File: src/gps_pkg.sv
// Package with register map, reset values and carrier types for the GPIO port block.
// How it works
// - Direction one drives latch onto pin.
// - Direction zero leaves pin undriven input.
// - Data write always updates output latch.
// - Output pin reads back latch value.
// - Input pin reads pin; RMW reads latch.
// - Peripheral enable drives peripheral value instead.
// - Peripheral-driven pin reads pin; RMW reads latch.
// - Reset clears port-6 direction to zero.
// - Standby float forces Hi-Z, input held low.
// - Enabled interrupt pins stay unblocked in float.
// - Float bit zero keeps pins unchanged.
// - Pull-up enable bit connects pull-up.
// - Pull-up off while pin drives low.
// - Port-6 bit n maps to pin n.
// - Three-pin port implements only bits 2..0.
// - Pin 2 may be dedicated reset input.
// - Three-pin port uses same direction semantics.
// - Three-pin reads: latch for latch-driven outputs, else pin; latch on RMW.
// - Reset clears three-pin direction to zero.
package gps_pkg;

  localparam logic [7:0] GPS_OFS_P6_DATA = 8'h00;
  localparam logic [7:0] GPS_OFS_P6_DIR = 8'h04;
  localparam logic [7:0] GPS_OFS_P6_PULL = 8'h08;
  localparam logic [7:0] GPS_OFS_PF_DATA = 8'h0C;
  localparam logic [7:0] GPS_OFS_PF_DIR = 8'h10;
  localparam logic [7:0] GPS_OFS_STBY = 8'h14;

  localparam int GPS_P6_W = 8;
  localparam int GPS_PF_W = 3;

  localparam logic [7:0] GPS_RST_P6_DATA = 8'h00;
  localparam logic [7:0] GPS_RST_P6_DIR = 8'h00;
  localparam logic [7:0] GPS_RST_P6_PULL = 8'h00;
  localparam logic [2:0] GPS_RST_PF_DATA = 3'h0;
  localparam logic [2:0] GPS_RST_PF_DIR = 3'h0;

  // Standby control register fields.
  localparam int GPS_STBY_FLOAT_BIT = 0;
  localparam int GPS_STBY_ACTIVE_BIT = 8;

  // Port-6 pins whose input path stays open in standby when their interrupt enable is set.
  localparam int GPS_PIN_INT8 = 0;
  localparam int GPS_PIN_INT9 = 1;
  localparam int GPS_PIN_EVCNT = 4;
  localparam int GPS_PIN_TRIG = 7;

  // Latched AHB address phase.
  typedef struct packed {
    logic valid;
    logic write;
    logic rmw;
    logic [7:0] offset;
  } gps_aphase_t;

  // Per-port pad drive bundle.
  typedef struct packed {
    logic [7:0] out;
    logic [7:0] oe;
    logic [7:0] pull;
  } gps_pad_t;

endpackage

File: src/gps_top.sv
// Top of the GPIO block: AHB-Lite register slave and two ports.
`timescale 1ns/100ps
module gps_top (
  // Clock and reset
  input wire logic I_REF_CLK,
  input wire logic I_SRST,
  // AHB-Lite slave
  input wire logic I_HSEL,
  input wire logic [31:0] I_HADDR,
  input wire logic [1:0] I_HTRANS,
  input wire logic I_HWRITE,
  input wire logic [2:0] I_HSIZE,
  input wire logic [31:0] I_HWDATA,
  input wire logic I_HREADY,
  input wire logic I_HRMW,
  output logic [31:0] O_HRDATA,
  output logic O_HREADYOUT,
  output logic O_HRESP,
  // Standby and reset-pin variant inputs
  input wire logic I_STANDBY_STOP_WATCH,
  input wire logic [1:0] I_EXT_INT_EN,
  input wire logic [1:0] I_EVT_INT_EN,
  input wire logic I_RESET_PIN_VARIANT,
  // Port 6 peripherals and pads
  input wire logic [7:0] I_P6_PER_OE,
  input wire logic [7:0] I_P6_PER_OUT,
  input wire logic [7:0] I_P6_PIN,
  output logic [7:0] O_P6_OUT,
  output logic [7:0] O_P6_OE,
  output logic [7:0] O_P6_PULL,
  output logic [7:0] O_P6_IN,
  // Three-pin port peripherals and pads
  input wire logic [2:0] I_PF_PER_OE,
  input wire logic [2:0] I_PF_PER_OUT,
  input wire logic [2:0] I_PF_PIN,
  output logic [2:0] O_PF_OUT,
  output logic [2:0] O_PF_OE,
  output logic [2:0] O_PF_IN
);

  gps_pkg::gps_aphase_t aph_reg;
  logic [7:0] p6_data_reg;
  logic [7:0] p6_dir_reg;
  logic [7:0] p6_pull_reg;
  logic [2:0] pf_data_reg;
  logic [2:0] pf_dir_reg;
  logic float_sel_reg;
  logic float_act_reg;
  logic float_act_next;
  logic [31:0] rdata_next;
  logic [7:0] p6_sync;
  logic [2:0] pf_sync;
  logic [7:0] p6_keep;
  logic [7:0] p6_in;
  logic [2:0] pf_in;
  logic [2:0] pf_dir_eff;
  logic [2:0] pf_oe_eff;
  logic [2:0] pf_oe_raw;
  gps_pkg::gps_pad_t p6_pad;

  // Any selected active transfer is claimed, whatever its size; idle and busy pass as idle.
  always_ff @(posedge I_REF_CLK) begin
    if (I_SRST) begin
      aph_reg <= '0;
    end else if (I_HREADY) begin
      aph_reg.valid <= I_HSEL & I_HTRANS[1];
      aph_reg.write <= I_HWRITE;
      aph_reg.rmw <= I_HRMW;
      aph_reg.offset <= I_HADDR[7:0];
    end
  end

  assign O_HREADYOUT = 1'b1;
  assign O_HRESP = 1'b0;

  // Register writes land in the data phase.
  always_ff @(posedge I_REF_CLK) begin
    if (I_SRST) begin
      p6_data_reg <= gps_pkg::GPS_RST_P6_DATA;
      p6_dir_reg <= gps_pkg::GPS_RST_P6_DIR;
      p6_pull_reg <= gps_pkg::GPS_RST_P6_PULL;
      pf_data_reg <= gps_pkg::GPS_RST_PF_DATA;
      pf_dir_reg <= gps_pkg::GPS_RST_PF_DIR;
      float_sel_reg <= 1'b0;
    end else if (aph_reg.valid && aph_reg.write) begin
      case (aph_reg.offset)
        gps_pkg::GPS_OFS_P6_DATA: p6_data_reg <= I_HWDATA[7:0];
        gps_pkg::GPS_OFS_P6_DIR: p6_dir_reg <= I_HWDATA[7:0];
        gps_pkg::GPS_OFS_P6_PULL: p6_pull_reg <= I_HWDATA[7:0];
        gps_pkg::GPS_OFS_PF_DATA: pf_data_reg <= I_HWDATA[2:0];
        gps_pkg::GPS_OFS_PF_DIR: pf_dir_reg <= I_HWDATA[2:0];
        gps_pkg::GPS_OFS_STBY: float_sel_reg <= I_HWDATA[gps_pkg::GPS_STBY_FLOAT_BIT];
        default: ;
      endcase
    end
  end

  // In standby the float selection is sampled each cycle until set, then held for the rest of the stay.
  always_comb begin
    float_act_next = float_act_reg;
    if (!I_STANDBY_STOP_WATCH) begin
      float_act_next = 1'b0;
    end else if (!float_act_reg) begin
      float_act_next = float_sel_reg;
    end
  end

  always_ff @(posedge I_REF_CLK) begin
    if (I_SRST) begin
      float_act_reg <= 1'b0;
    end else begin
      float_act_reg <= float_act_next;
    end
  end

  gps_sync #(.W(8)) u_sync6 (
    .i_clk(I_REF_CLK),
    .i_srst(I_SRST),
    .i_async(I_P6_PIN),
    .o_sync(p6_sync)
  );

  gps_sync #(.W(3)) u_syncf (
    .i_clk(I_REF_CLK),
    .i_srst(I_SRST),
    .i_async(I_PF_PIN),
    .o_sync(pf_sync)
  );

  always_comb begin
    p6_keep = 8'h00;
    p6_keep[gps_pkg::GPS_PIN_INT8] = I_EXT_INT_EN[0];
    p6_keep[gps_pkg::GPS_PIN_INT9] = I_EXT_INT_EN[1];
    p6_keep[gps_pkg::GPS_PIN_EVCNT] = I_EVT_INT_EN[0];
    p6_keep[gps_pkg::GPS_PIN_TRIG] = I_EVT_INT_EN[1];
  end

  gps_pad_ctl #(.W(8)) u_pad6 (
    .i_latch(p6_data_reg),
    .i_dir(p6_dir_reg),
    .i_pull_en(p6_pull_reg),
    .i_per_oe(I_P6_PER_OE),
    .i_per_out(I_P6_PER_OUT),
    .i_float(float_act_reg),
    .i_in_keep(p6_keep),
    .i_pin_sync(p6_sync),
    .o_out(p6_pad.out),
    .o_oe(p6_pad.oe),
    .o_pull(p6_pad.pull),
    .o_in_level(p6_in)
  );

  // On the reset-pin variant pin 2 is never driven as general-purpose I/O.
  assign pf_dir_eff = {pf_dir_reg[2] & ~I_RESET_PIN_VARIANT, pf_dir_reg[1:0]};

  gps_pad_ctl #(.W(3)) u_padf (
    .i_latch(pf_data_reg),
    .i_dir(pf_dir_eff),
    .i_pull_en(3'h0),
    .i_per_oe(I_PF_PER_OE),
    .i_per_out(I_PF_PER_OUT),
    .i_float(float_act_reg),
    .i_in_keep(3'h0),
    .i_pin_sync(pf_sync),
    .o_out(O_PF_OUT),
    .o_oe(pf_oe_raw),
    .o_pull(),
    .o_in_level(pf_in)
  );

  assign pf_oe_eff = {pf_oe_raw[2] & ~I_RESET_PIN_VARIANT, pf_oe_raw[1:0]};
  assign O_PF_OE = pf_oe_eff;
  assign O_P6_OUT = p6_pad.out;
  assign O_P6_OE = p6_pad.oe;
  assign O_P6_PULL = p6_pad.pull;
  assign O_P6_IN = p6_in;
  assign O_PF_IN = pf_in;

  // Direction-one pins not taken by a peripheral, and RMW reads, return the latch; else the synchronised pin, read low while standby float blocks it.
  always_comb begin
    rdata_next = 32'h0000_0000;
    case (aph_reg.offset)
      gps_pkg::GPS_OFS_P6_DATA: begin
        for (int i = 0; i < 8; i++) begin
          if (aph_reg.rmw || (p6_dir_reg[i] && !I_P6_PER_OE[i])) begin
            rdata_next[i] = p6_data_reg[i];
          end else begin
            rdata_next[i] = p6_in[i];
          end
        end
      end
      gps_pkg::GPS_OFS_P6_DIR: rdata_next[7:0] = p6_dir_reg;
      gps_pkg::GPS_OFS_P6_PULL: rdata_next[7:0] = p6_pull_reg;
      gps_pkg::GPS_OFS_PF_DATA: begin
        for (int i = 0; i < 3; i++) begin
          if (aph_reg.rmw || (pf_dir_eff[i] && !I_PF_PER_OE[i])) begin
            rdata_next[i] = pf_data_reg[i];
          end else begin
            rdata_next[i] = pf_in[i];
          end
        end
      end
      gps_pkg::GPS_OFS_PF_DIR: rdata_next[2:0] = pf_dir_reg;
      gps_pkg::GPS_OFS_STBY: begin
        rdata_next[gps_pkg::GPS_STBY_FLOAT_BIT] = float_sel_reg;
        rdata_next[gps_pkg::GPS_STBY_ACTIVE_BIT] = float_act_reg;
      end
      default: rdata_next = 32'h0000_0000;
    endcase
  end

  // Read data is combinational in the data phase so the slave needs no wait state.
  assign O_HRDATA = (aph_reg.valid && !aph_reg.write) ? rdata_next : 32'h0000_0000;

endmodule

File: src/gps_sync.sv
// Two-flop synchroniser for a bank of pin inputs.
`timescale 1ns/100ps
module gps_sync #(
  parameter int W = 8
) (
  // Clock and reset
  input wire logic i_clk,
  input wire logic i_srst,
  // Data
  input wire logic [W-1:0] i_async,
  output logic [W-1:0] o_sync
);

  logic [W-1:0] meta_reg;
  logic [W-1:0] sync_reg;

  always_ff @(posedge i_clk) begin
    if (i_srst) begin
      meta_reg <= '0;
      sync_reg <= '0;
    end else begin
      meta_reg <= i_async;
      sync_reg <= meta_reg;
    end
  end

  assign o_sync = sync_reg;

endmodule

File: src/gps_pad_ctl.sv
// Per-pin pad control: direction, peripheral takeover, standby float and pull-up.
`timescale 1ns/100ps
module gps_pad_ctl #(
  parameter int W = 8
) (
  // Register state
  input wire logic [W-1:0] i_latch,
  input wire logic [W-1:0] i_dir,
  input wire logic [W-1:0] i_pull_en,
  // Peripheral overrides
  input wire logic [W-1:0] i_per_oe,
  input wire logic [W-1:0] i_per_out,
  // Standby
  input wire logic i_float,
  input wire logic [W-1:0] i_in_keep,
  // Synchronised pin levels
  input wire logic [W-1:0] i_pin_sync,
  // Pad outputs
  output logic [W-1:0] o_out,
  output logic [W-1:0] o_oe,
  output logic [W-1:0] o_pull,
  output logic [W-1:0] o_in_level
);

  genvar g;
  generate
    for (g = 0; g < W; g++) begin : g_pin
      logic drv;
      logic val;
      assign drv = (i_per_oe[g] | i_dir[g]) & ~i_float;
      assign val = i_per_oe[g] ? i_per_out[g] : i_latch[g];
      assign o_out[g] = val;
      assign o_oe[g] = drv;
      assign o_pull[g] = i_pull_en[g] & ~(drv & ~val);
      // Blocked inputs read low so an open pin cannot toggle logic in standby.
      assign o_in_level[g] = i_pin_sync[g] & (~i_float | i_in_keep[g]);
    end
  endgenerate

endmodule

File: config.mk
export PLATFORM = sky130hd
export DESIGN_NAME = gps_top
export DESIGN_NICKNAME = d
export VERILOG_FILES = /design/src/gps_pkg.sv /design/src/gps_top.sv /design/src/gps_sync.sv /design/src/gps_pad_ctl.sv
export SDC_FILE = /design/constraint.sdc
export NUM_CORES = 1
export LEC_CHECK = 0
export CAP_MARGIN = 10
export CELL_PAD_IN_SITES_DETAIL_PLACEMENT = 2
export CELL_PAD_IN_SITES_GLOBAL_PLACEMENT = 2
export CORE_ASPECT_RATIO = 1.1
export CORE_MARGIN = 2
export CORE_UTILIZATION = 35
export CTS_CLUSTER_DIAMETER = 50
export DETAILED_ROUTE_END_ITERATION = 6
export DONT_BUFFER_PORTS = 1
export GPL_ROUTABILITY_DRIVEN = 0
export GPL_TIMING_DRIVEN = 0
export PLACE_DENSITY_LB_ADDON = 0.1
export SLEW_MARGIN = 20
export SYNTH_ARGS = -nofsm -noshare
export SYNTH_HDL_FRONTEND = slang
export SYNTH_SLANG_ARGS = --single-unit
File: constraint.sdc
create_clock -name I_REF_CLK -period 3.4 [get_ports I_REF_CLK]
set_input_delay 0.68 -clock I_REF_CLK [delete_from_list [all_inputs] [get_ports I_REF_CLK]]
set_output_delay 0.68 -clock I_REF_CLK [all_outputs]
set_load 0.01 [all_outputs]
==> Yosys cells after proc, flatten, opt, wreduce, memory -nomap -nowiden <==
Index checks and enable logic that the tools add are counted.
{ "word_totals": {"inputBits": 114, "elab_cells": 167, "ff_bits": 65} }
{ "op_classes": {"eq_ne": 5, "bitwise": 75, "reduce_logical": 44, "mux": 28} }
{ "op_table": {"columns": ["cell", "count"], "rows": [
  ["$and A1 B1 Y1", 41],
  ["$mux W1", 24],
  ["$not A1 Y1", 19],
  ["$eq A8 B4 Y1 const B", 2],
  ["$eq A8 B5 Y1 const B", 2],
  ["$or A1 B1 Y1", 15],
  ["$pmux W5 S3", 1],
  ["$logic_and A1 B1 Y1", 13],
  ["$logic_not A1 Y1", 12],
  ["$reduce_and A2 Y1", 6],
  ["$logic_or A1 B1 Y1", 11],
  ["$pmux W2 S5", 1],
  ["$mux W9", 1],
  ["$eq A8 B3 Y1 const B", 1],
  ["$logic_not A8 Y1", 1],
  ["$pmux W1 S6", 1],
  ["$reduce_or A2 Y1", 1]
]} }

==> Depth between registers and ports, before layout <==
Gate-level depths: netlist (run 1).
{ "logic_depth": {"depth_word": 7, "mapped_depth": 6, "mapped_depth_nobuf": 5} }

==> Cells and area by module <==
A second synthesis (run 1) with hierarchy kept.
{ "unflattened": {"cells_unflattened": 422, "hier_area_um2": 3713.6} }
{ "by_module_without_submodules": {"columns": ["mod", "area_per_inst_um2", "instances", "cells_each"], "rows": [
  ["gps_top", 2302.2, 1, 263],
  ["gps_pad_ctl at u_pad6", 569.3, 1, 83],
  ["gps_sync at u_sync6", 464.2, 1, 33],
  ["gps_pad_ctl at u_padf", 220.2, 1, 31],
  ["gps_sync at u_syncf", 157.7, 1, 12]
]} }

==> Worst setup path after synthesis (run 1) <==
OpenSTA, ideal clock, no wires.
{ "synth_timing": {"kind": "flip-flop to output port", "startpoint": "reg aph_reg[4] in the netlist's numbering", "endpoint": "out O_HRDATA[1]", "arrival_time_ns": 1.504, "stages_incl_launch_ff": 5, "required_ns": 2.720, "setup_slack_ns": 1.216, "path_cell_list": "dfxtp_1 > nor4_4 > nand2_2 > or3_1 > a31oi_1"} }
{ "synth_via": {"elab_chain_len": 3, "elab_cells_between_ends": 7, "cone_classes": "eq/ne (4); mux (2); reduce/logical (1)"} }
{ "synth_rtl": {"columns": ["element", "line_no", "rtl"], "rows": [
  ["start, declared", "gps_top.sv:41", "gps_pkg::gps_aphase_t aph_reg;"],
  ["$eq A8 B5 Y1 (tied with other cells)", "gps_top.sv:182", "case (aph_reg.offset)"],
  ["$pmux W2 S5 *", "gps_top.sv:182", null],
  ["$mux W9 *", "gps_top.sv:213", "assign O_HRDATA = (aph_reg.valid && !aph_reg.write) ? rdata_next : 32'h0000_0000;"],
  ["end, declared", "gps_top.sv:16", "output logic [31:0] O_HRDATA,"]
]} }
Every way passes the cells marked *; elsewhere a longest branch is shown, timed or not.

==> Worst setup path after layout (run 1) <==
{ "layout_timing": {"startpoint": "reg float_act_reg", "endpoint": "out O_P6_OE[0]"} }
{ "layout_via": {"elab_chain_len": 2} }
{ "layout_rtl": {"columns": ["element", "line_no", "rtl"], "rows": [
  ["start, declared", "gps_top.sv:48", "logic float_act_reg;"],
  ["start signal, assigned", "gps_top.sv:112", "float_act_reg <= float_act_next;"],
  ["$not A1 Y1", "gps_pad_ctl.sv:30", "assign drv = (i_per_oe[g] | i_dir[g]) & ~i_float;"],
  ["$and A1 B1 Y1", "gps_pad_ctl.sv:30", null],
  ["end, declared", "gps_top.sv:29", "output logic [7:0] O_P6_OE,"]
]} }
No other way between the ends.

==> impl_metrics.tcl, run 1 <==
set metrics [dict create \
    status "completed" \
    r2r_setup_slack_ps 1200 \
    met2_usage 0.367 \
    synth_top_area_frac 0.378 \
    wl_per_cell_um 20.0 \
    fmax_mhz 308 \
    cts_inserted_buffers 9 \
    multiInputGateArea_mm2 0.00177 \
    seq_area_frac_synth 0.378 \
    worst_setup_path_start_kind "flop" \
    drc_errors 0 \
    hold_class "reg -> reg" \
    slew_headroom 0.493 \
    drv_cap 0 \
    grt_use_met1 0.257 \
    whs_path_depth 1 \
    path_delay_family "buffers and inverters" \
    die_h_um 108 \
    crit_fanout 10 \
    pin_count 189 \
    cts_htree_levels 3 \
    period_minus_slack_ps 3250 \
    reg2reg_depth 5 \
    cpMostUsedCell "clkbuf_1" \
    area_delta_synth_final_pct 12.8 \
    final_util 0.410 \
    synth_common_cells "76 x nor2_1, 65 x dfxtp_1, 47 x mux2i_1" \
    grt_max_degree 11 \
    synth_edf_count 0 \
    routed_wl_um 11000 \
    synthTopCellsByArea "dfxtp_1 38%, mux2i_1 14%, buf_4 10%" \
    path_buf_inv 4 \
    fill_cells 1068 \
    first_iter_violations 61 \
    powerDensity_mw_per_mm2 437 \
    grt_pass1_wl_um 17000 \
    vdd_ir_drop_max_mv 0.245 \
    cts_hold_buf 0 \
    path_cells "clkbuf_1 -> clkbuf_1 -> clkbuf_2 -> nor2_1 -> buf_4" \
    worstReg2RegStart "aph_reg[4]" \
    clock_sinks 65 \
    antenna_found_initial 0 \
    die-area_mm2 0.0107 \
    yosys.area.top_type "dfxtp_1" \
    p_leak_nw 1.71 \
    clkTransAtPathRegs_ps 70 \
    grt.overflow.total 0 \
    final_hold_viol_count 0 \
    syn_inst 395 \
    diodes 0 \
    setup_violations 0 \
    setup_tns_ps 0 \
    cp_slowest_cell "clkbuf_1" \
    synth.avg_cell_area_um2 8.72 \
    coreArea_mm2 0.00949 \
    die_x_um 98.6 \
    seq_area_mm2 0.00130 \
    async_flop_share 0 \
    end_kind "primary output" \
    hold_end "u_sync6.o_sync[0]" \
    skew_ps 11.4 \
    largest_reg_flops 11 \
    vias 2838 \
    clock_latency_ps 350 \
    rows 37 \
    place_hpwl_um 8380 \
    num-nets-final 543 \
    path_class "reg -> out" \
    cts_buffer_depth 2 \
    synth_most_common_cell "nor2_1" \
    grtUsageTotal 0.209 \
    drive_above_1_share 0.194 \
    crit_arrival_ps 2570 \
    yosysWarnings 0 \
    hold_start "u_sync6.meta_reg[0]" \
    start_util 0.363 \
    ant_nets 0 \
    ys.flop_type "dfxtp_1" \
    worst_pin_slew_ps 761 \
    numPortBuffers 0 \
    synth.ff_latch_count 65 \
    grt_pass1_vias 2965 \
    r2r-end "p6_data_reg[4]" \
    synth.distinct_cells 38 \
    first_pass_iters 4 \
    required_ps 2720 \
    top_usage_layer "met2" \
    grt_use_met3 0.0530 \
    maxSlewViolCount 0 \
    period_share 0.955 \
    max_stage_delay_ps 650 \
    rsz0062_at_grt "no" \
    vias_per_cell 5.15 \
    syn_area_mm2 0.00345 \
    cts_tree "yes" \
    cts_root_buffer "clkbuf_8" \
]
## layout make-up
type | count | area share
clock inverters | 2 | 0.00901
plain buffers | 66 | 0.109
well taps | 117 | 0.0377
clock buffers | 14 | 0.0444
multi-input cells | 276 | 0.455
inverters | 11 | 0.0106
flip-flops and latches | 65 | 0.335
## stage by stage
stage               hold slack [ps]  cell area [um^2]  setup WS, ps  power, mW  cells
finish                          442              3890           154       1.70    551
global route                    463              3890          3.01       1.77    551
CTS                             448              3890          55.3       1.71    551
detailed placement              431              3680           194       1.02    535
global placement                419              3680           324       1.01    535
floorplan                       414              3530          1220      0.973    418
## layout by cell type (no fill, tap or decap), types with 4 or more instances in the layout
cell | synthesis | layout
nor2_1 | 76 | 76
clkbuf_1 | 15 | 16
a2bb2oi_1 | 4 | 4
mux2i_1 | 47 | 47
nor2b_1 | 30 | 30
mux2_2 | 12 | 12
o31a_1 | 8 | 8
clkbuf_8 | 0 | 12
a31oi_1 | 4 | 4
nand3_1 | 6 | 6
buf_4 | 46 | 46
dfxtp_1 | 65 | 65
conb_1 | 2 | 25
inv_1 | 11 | 11
o21a_1 | 4 | 4
a21oi_1 | 19 | 19
nand2_1 | 8 | 8
buf_1 | 4 | 4
## report_power, final
| part | internal (mW) | total (mW) | switching [mW] |
|---|---|---|---|
| Combinational | 0.0858 | 0.207 | 0.122 |
| Clock | 0.399 | 0.698 | 0.299 |
| Sequential | 0.781 | 0.793 | 0.0123 |
| Total | 1.27 | 1.70 | 0.433 |
## cells by family after synthesis
logic type | synth area share
other cells | 0.00218
simple gates | 0.207
buf+inv | 0.134
flops | 0.378
mux | 0.176
compound gates | 0.103
## worst max-delay path by stage
stage                        startpoint          end  slack [ps]  cells after the start
after CTS                 float_act_reg   O_P6_OE[0]          60                      5
after global routing      float_act_reg   O_P6_OE[0]           3                      5
final                     float_act_reg   O_P6_OE[0]         150                      5
after global placement    float_act_reg   O_P6_OE[0]         320                      5
after detailed placement  float_act_reg   O_P6_OE[0]         190                      5
after floorplan              aph_reg[4]  O_HRDATA[1]        1220                      4
## layer usage
metal	up-vias	share of wire
li1	1327	-
met5	-	0
met2	102	0.51
met3	8	0.069
met4	0	0.011
met1	1401	0.41
## repair_timing
item | CTS | global route
gates resized for setup | 1 | 0
endpoints found under the hold margin | 0 | 0
setup endpoints to repair | 10 | 0
setup buffers | 0 | 0
No activity file was read; power rests on OpenSTA's default activity.
==> run 2, diff against run 1 <==
--- a/config.mk
+++ b/config.mk
@@ -15,7 +15,6 @@
 export DETAILED_ROUTE_END_ITERATION = 6
 export DONT_BUFFER_PORTS = 1
 export GPL_ROUTABILITY_DRIVEN = 0
-export GPL_TIMING_DRIVEN = 0
 export PLACE_DENSITY_LB_ADDON = 0.1
 export SLEW_MARGIN = 20
 export SYNTH_ARGS = -nofsm -noshare
==> constraint.sdc (replaced) <==
create_clock -name I_REF_CLK -period 3.4 [get_ports I_REF_CLK]
set_input_delay 0.17 -clock I_REF_CLK [delete_from_list [all_inputs] [get_ports I_REF_CLK]]
set_output_delay 0.17 -clock I_REF_CLK [all_outputs]
set_load 0.01 [all_outputs]
==> run 2 against run 1 <==
Compared with the run above:
- clock skew decreased by 2.1 ps
- non-clock buffer count fell by 23
- critical path depth grew 1
- sequential share of layout area is 0.54 points lower
- first-iteration DRC count grew 34%
- clock power up 19%
- die area unchanged
- register-to-register slack lost 480 ps
- flip-flop and latch count unchanged
- worst setup slack gained 570 ps
- wire length down 5.5%
- count of clock-buffer cells in the layout is 4 lower
- critical path type is now reg -> reg
- critical endpoint is now p6_pull_reg[1]
- largest power group is now the clock network
==> impl_metrics.tcl, run 2 (same netlist as run 1, synthesis figures left out) <==
set metrics [dict create \
    status "completed" \
    setup_tns_ps 0 \
    cts_htree_levels 3 \
    fill_cells 1055 \
    dp.cells 471 \
    cts_buffer_depth 2 \
    stdcell_count 528 \
    antenna_found_initial 0 \
    crit_fanout 8 \
    drive_above_1_share 0.0998 \
    clkTransAtPathRegs_ps 80 \
    diodes 0 \
    cts_setup_buffers 0 \
    rsz0062_at_grt "no" \
    wl_per_cell_um 19.7 \
    place_ws_ps 1230 \
    coreArea_mm2 0.00949 \
    vias 2734 \
    setup_violations 0 \
    pin_count 189 \
    drv_cap 0 \
    p_seq_frac 0.437 \
    num-nets-final 520 \
    switching_share 0.248 \
    final_hold_viol_count 0 \
    slew_headroom 0.487 \
    internal-power_mw 1.38 \
    worstReg2RegStart "aph_reg[4]" \
    path_class "reg -> reg" \
    rows 37 \
    cts_root_buffer "clkbuf_8" \
    routed_wl_um 10400 \
    powerDensity_mw_per_mm2 463 \
    worst_setup_path_start_kind "flop" \
    cts_inserted_buffers 9 \
    numPortBuffers 0 \
    fmax_mhz 373 \
    first_iter_violations 82 \
    place_hpwl_um 7080 \
    hold_start "I_HWRITE" \
    r2r_setup_slack_ps 720 \
    cts_tree "yes" \
    grtUsageTotal 0.194 \
    clock_latency_ps 340 \
    required_ps 3640 \
    largest_reg_flops 11 \
    layout_common_cells "76 x nor2_1, 65 x dfxtp_1, 47 x mux2i_1" \
    clkPwrFrac 0.456 \
    grt_pass1_vias 2907 \
    die_h_um 108 \
    period_minus_slack_ps 2680 \
    die-area_mm2 0.0107 \
    skew_ps 9.29 \
    die_x_um 98.6 \
    period_share 0.788 \
    end_kind "flop" \
    maxSlewViolCount 0 \
    hold_class "in -> reg" \
    layout_commonest_cell "nor2_1" \
    p_sw_mw 0.454 \
    r2r-end "p6_pull_reg[1]" \
    hold_end "aph_reg[9]" \
    area_delta_synth_final_pct 14.7 \
    start_util 0.363 \
    vdd_ir_drop_max_mv 0.234 \
    crit_arrival_ps 2920 \
    reg2reg_depth 6 \
    combPwrFrac 0.107 \
    grt_max_degree 66 \
    vias_per_cell 5.18 \
    setup_ws_ps 722 \
    clock_sinks 65 \
    whs_path_depth 2 \
    first_pass_iters 4 \
    ant_nets 0 \
    grt.overflow.total 0 \
    grt_pass1_wl_um 15900 \
    worst_pin_slew_ps 768 \
    p_leak_nw 1.64 \
    drc_errors 0 \
]
-- run 2: repair_timing --
action | 4_1_cts | 5_1_grt
endpoints found under the hold margin | 65 | 0
setup endpoints to repair | 0 | 0
hold buffers | 41 | 0
resized for setup | 0 | 0
-- run 2: power groups by stage --
stage | Sequential, mW | Combinational, mW | Clock (mW)
after floorplan | 0.807 | 0.166 | 0
after global placement | 0.817 | 0.131 | 0
after detailed placement | 0.818 | 0.135 | 0
after CTS | 0.801 | 0.195 | 0.848
after global routing | 0.803 | 0.215 | 0.886
final | 0.800 | 0.196 | 0.834
-- run 2: layout make-up --
type / count / area (um^2) / area share
multi-input combinational: 276 / 1770 / 0.447
sequential: 65 / 1300 / 0.329
timing repair buffer: 43 / 443 / 0.112
tap: 117 / 146 / 0.0370
clock buffer: 10 / 138 / 0.0348
clock inverter: 6 / 114 / 0.0288
inverter: 11 / 41.3 / 0.0104
-- run 2: worst max path at each step --
stage	startpoint	end	slack, ps	depth (start not counted)
after floorplan	aph_reg[4]	p6_dir_reg[7]	1720	6
after global placement	aph_reg[4]	p6_data_reg[3]	1290	5
after detailed placement	aph_reg[4]	p6_pull_reg[5]	1230	5
after CTS	aph_reg[4]	p6_pull_reg[1]	700	6
after global routing	aph_reg[4]	p6_pull_reg[1]	630	6
final	aph_reg[4]	p6_pull_reg[1]	720	6
-- run 2: metrics by stage --
step	area, um^2	power (mW)	util	hold WS, ps
after floorplan	3530	0.973	-	298
after global placement	3270	0.948	0.345	247
after detailed placement	3270	0.953	0.345	249
after CTS	3950	1.84	0.416	3.59
after global routing	3950	1.90	0.416	26.5
final	3950	1.83	0.416	5.61
-- run 2: worst max-delay path: stages, from the launching register on --
cell	delay, ps
dfxtp_1	390
nor4_4	480
nand3_4	200
nor3_4	630
mux2i_1	260
nor2_1	50
dlygate4sd3_1	560
-- run 2: per-layer routing --
layer | wire length [um] | part of all wire | global-route usage
met1 | 4390 | 0.42 | 0.236
met2 | 5260 | 0.51 | 0.345
met3 | 652 | 0.063 | 0.0401
met4 | 104 | 0.010 | 0.0558
met5 | 0 | 0 | 0
==> run 3, diff against run 2 <==
--- a/config.mk
+++ b/config.mk
@@ -10,7 +10,7 @@
 export CELL_PAD_IN_SITES_GLOBAL_PLACEMENT = 2
 export CORE_ASPECT_RATIO = 1.1
 export CORE_MARGIN = 2
-export CORE_UTILIZATION = 35
+export CORE_UTILIZATION = 31
 export CTS_CLUSTER_DIAMETER = 50
 export DETAILED_ROUTE_END_ITERATION = 6
 export DONT_BUFFER_PORTS = 1
==> constraint.sdc (replaced) <==
create_clock -name I_REF_CLK -period 2.3 [get_ports I_REF_CLK]
set_input_delay 0.115 -clock I_REF_CLK [delete_from_list [all_inputs] [get_ports I_REF_CLK]]
set_output_delay 0.115 -clock I_REF_CLK [all_outputs]
set_load 0.01 [all_outputs]
==> run 3 against run 2 <==
Compared with the run above:
- sequential share of layout area decreased by 1.3 points
- count of clock-buffer cells in the layout increased by 1
- combinational power increased by 51%
- wire length decreased by 3.1%
- highest routed layer unchanged
- worst setup slack got worse by 560 ps
==> impl_metrics.tcl, run 3 (same netlist as run 1, synthesis figures left out) <==
set metrics [dict create \
    period_minus_slack_ps 2140 \
    routed_wl_um 10100 \
    path_class "reg -> out" \
    area_delta_synth_final_pct 19.5 \
    worst_pin_slew_ps 704 \
    setup_violations 0 \
    num-nets-final 529 \
    first_pass_iters 4 \
    end_kind "primary output" \
    grt_pass1_vias 2779 \
    powerDensity_mw_per_mm2 665 \
    crit_fanout 6 \
    grt_max_degree 66 \
    drive_above_1_share 0.148 \
    fmax_mhz 468 \
    final_hold_viol_count 0 \
    pin_count 189 \
    cts_htree_levels 3 \
    vias_per_cell 4.75 \
    cts_setup_buffers 0 \
    worst_setup_path_start_kind "flop" \
    die_x_um 105 \
    die-area_mm2 0.0120 \
    wl_per_cell_um 17.8 \
    diodes 0 \
    required_ps 2180 \
    setup_tns_ps 0 \
    path_cells "nor4_4 -> nand2_2 -> or3_1 -> a31oi_1" \
    maxSlewViolCount 0 \
    coreArea_mm2 0.0109 \
    path_buf_inv 0 \
    cts_tree "yes" \
    clock_latency_ps 320 \
    grt.overflow.total 0 \
    crit_arrival_ps 2020 \
    max_stage_delay_ps 430 \
    vias 2693 \
    hold_start "I_SRST" \
    cts_inserted_buffers 9 \
    ant_nets 0 \
    drc_errors 0 \
    skew_ps 6.04 \
    first_iter_violations 102 \
    drv_cap 0 \
    period_share 0.930 \
    layout_common_cells "76 x nor2_1, 64 x dfxtp_1, 47 x mux2i_1" \
    startpoint "aph_reg[7]" \
    cts_root_buffer "clkbuf_16" \
    vdd_ir_drop_max_mv 0.393 \
    worstReg2RegStart "aph_reg[7]" \
    cp_slowest_cell "nor4_4" \
    grtUsageTotal 0.172 \
    cts_buffer_depth 2 \
    status "completed" \
    numPortBuffers 0 \
    p_leak_nw 1.72 \
    place_hpwl_um 7400 \
    slew_headroom 0.529 \
    antenna_found_initial 0 \
    start_util 0.317 \
    layout_commonest_cell "nor2_1" \
    rsz0062_at_grt "no" \
    clock_sinks 65 \
    clkTransAtPathRegs_ps 50 \
    rows 40 \
    final_util 0.379 \
    die_h_um 115 \
    grt_pass1_wl_um 15600 \
    largest_reg_flops 11 \
    path_delay_family "simple AND/OR/NAND/NOR gates" \
    hold_class "in -> reg" \
]
-- run 3: cell types whose count changed in the layout (fill, tap and decap cells not counted), moves of 3 or more --
cell and change:
bufinv_16 -3, dlygate4sd3_1 -8, clkbuf_16 +9, clkbuf_8 -8, clkinv_2 +3, buf_4 +14
buf_12 +3
-- run 3: path summary, 6_finish.rpt --
| path | slack [ps] | cells after the start | to |
|---|---|---|---|
| worst max register to register | 400 | 5 | p6_dir_reg[2] |
| worst min register to register | 440 | 1 | u_sync6.o_sync[7] |
| worst max-delay path | 160 | 4 | O_HRDATA[4] |
| worst min-delay path | 130 | 2 | u_syncf.o_sync[1] |
-- run 3: power by group --
group          leakage (nW)  internal, mW  total [mW]  switching (mW)
combinational          1.05         0.130       0.295           0.165
clock                 0.137         0.781        1.26           0.477
sequential            0.531          1.16        1.18          0.0271
total                  1.72          2.07        2.74           0.669
-- run 3: cell type report --
type | instances | area, um^2
Tap cell | 147 | 184
Multi-Input combinational cell | 276 | 1780
Inverter | 11 | 41.3
Clock buffer | 11 | 253
Clock inverter | 5 | 30.0
Fill cell | 1232 | 6740
Timing Repair Buffer | 52 | 528
Sequential cell | 65 | 1300
-- run 3: through the flow --
stage | instance area [um^2] | hold WS (ps) | power, mW | setup WS [ps] | instances
finish | 4120 | 128 | 2.74 | 162 | 567
global route | 4120 | 152 | 2.87 | 61.2 | 567
CTS | 4110 | 139 | 2.79 | 2.06 | 567
detailed placement | 3470 | 194 | 1.43 | 305 | 518
global placement | 3470 | 193 | 1.42 | 332 | 518
floorplan | 3530 | 243 | 1.44 | 616 | 418
-- run 3: worst register-to-register path, delay by kind of cell (launching register included) --
family	cells	cell delay, ps
DFF	1	340
muxes	1	220
and+or+nand+nor	4	1210
-- run 3: per-layer routing --
layer,part of all wire,track usage
met5,0,0
met4,0.013,0.0622
met1,0.43,0.204
met3,0.054,0.0501
met2,0.51,0.295
-- run 3: what timing repair did --
item                                    CTS  global route
gates resized for setup                   2             2
pin swaps                                 0             1
endpoints found under the setup margin    6             3
hold endpoints to repair                 65             0
hold buffers                             33             0
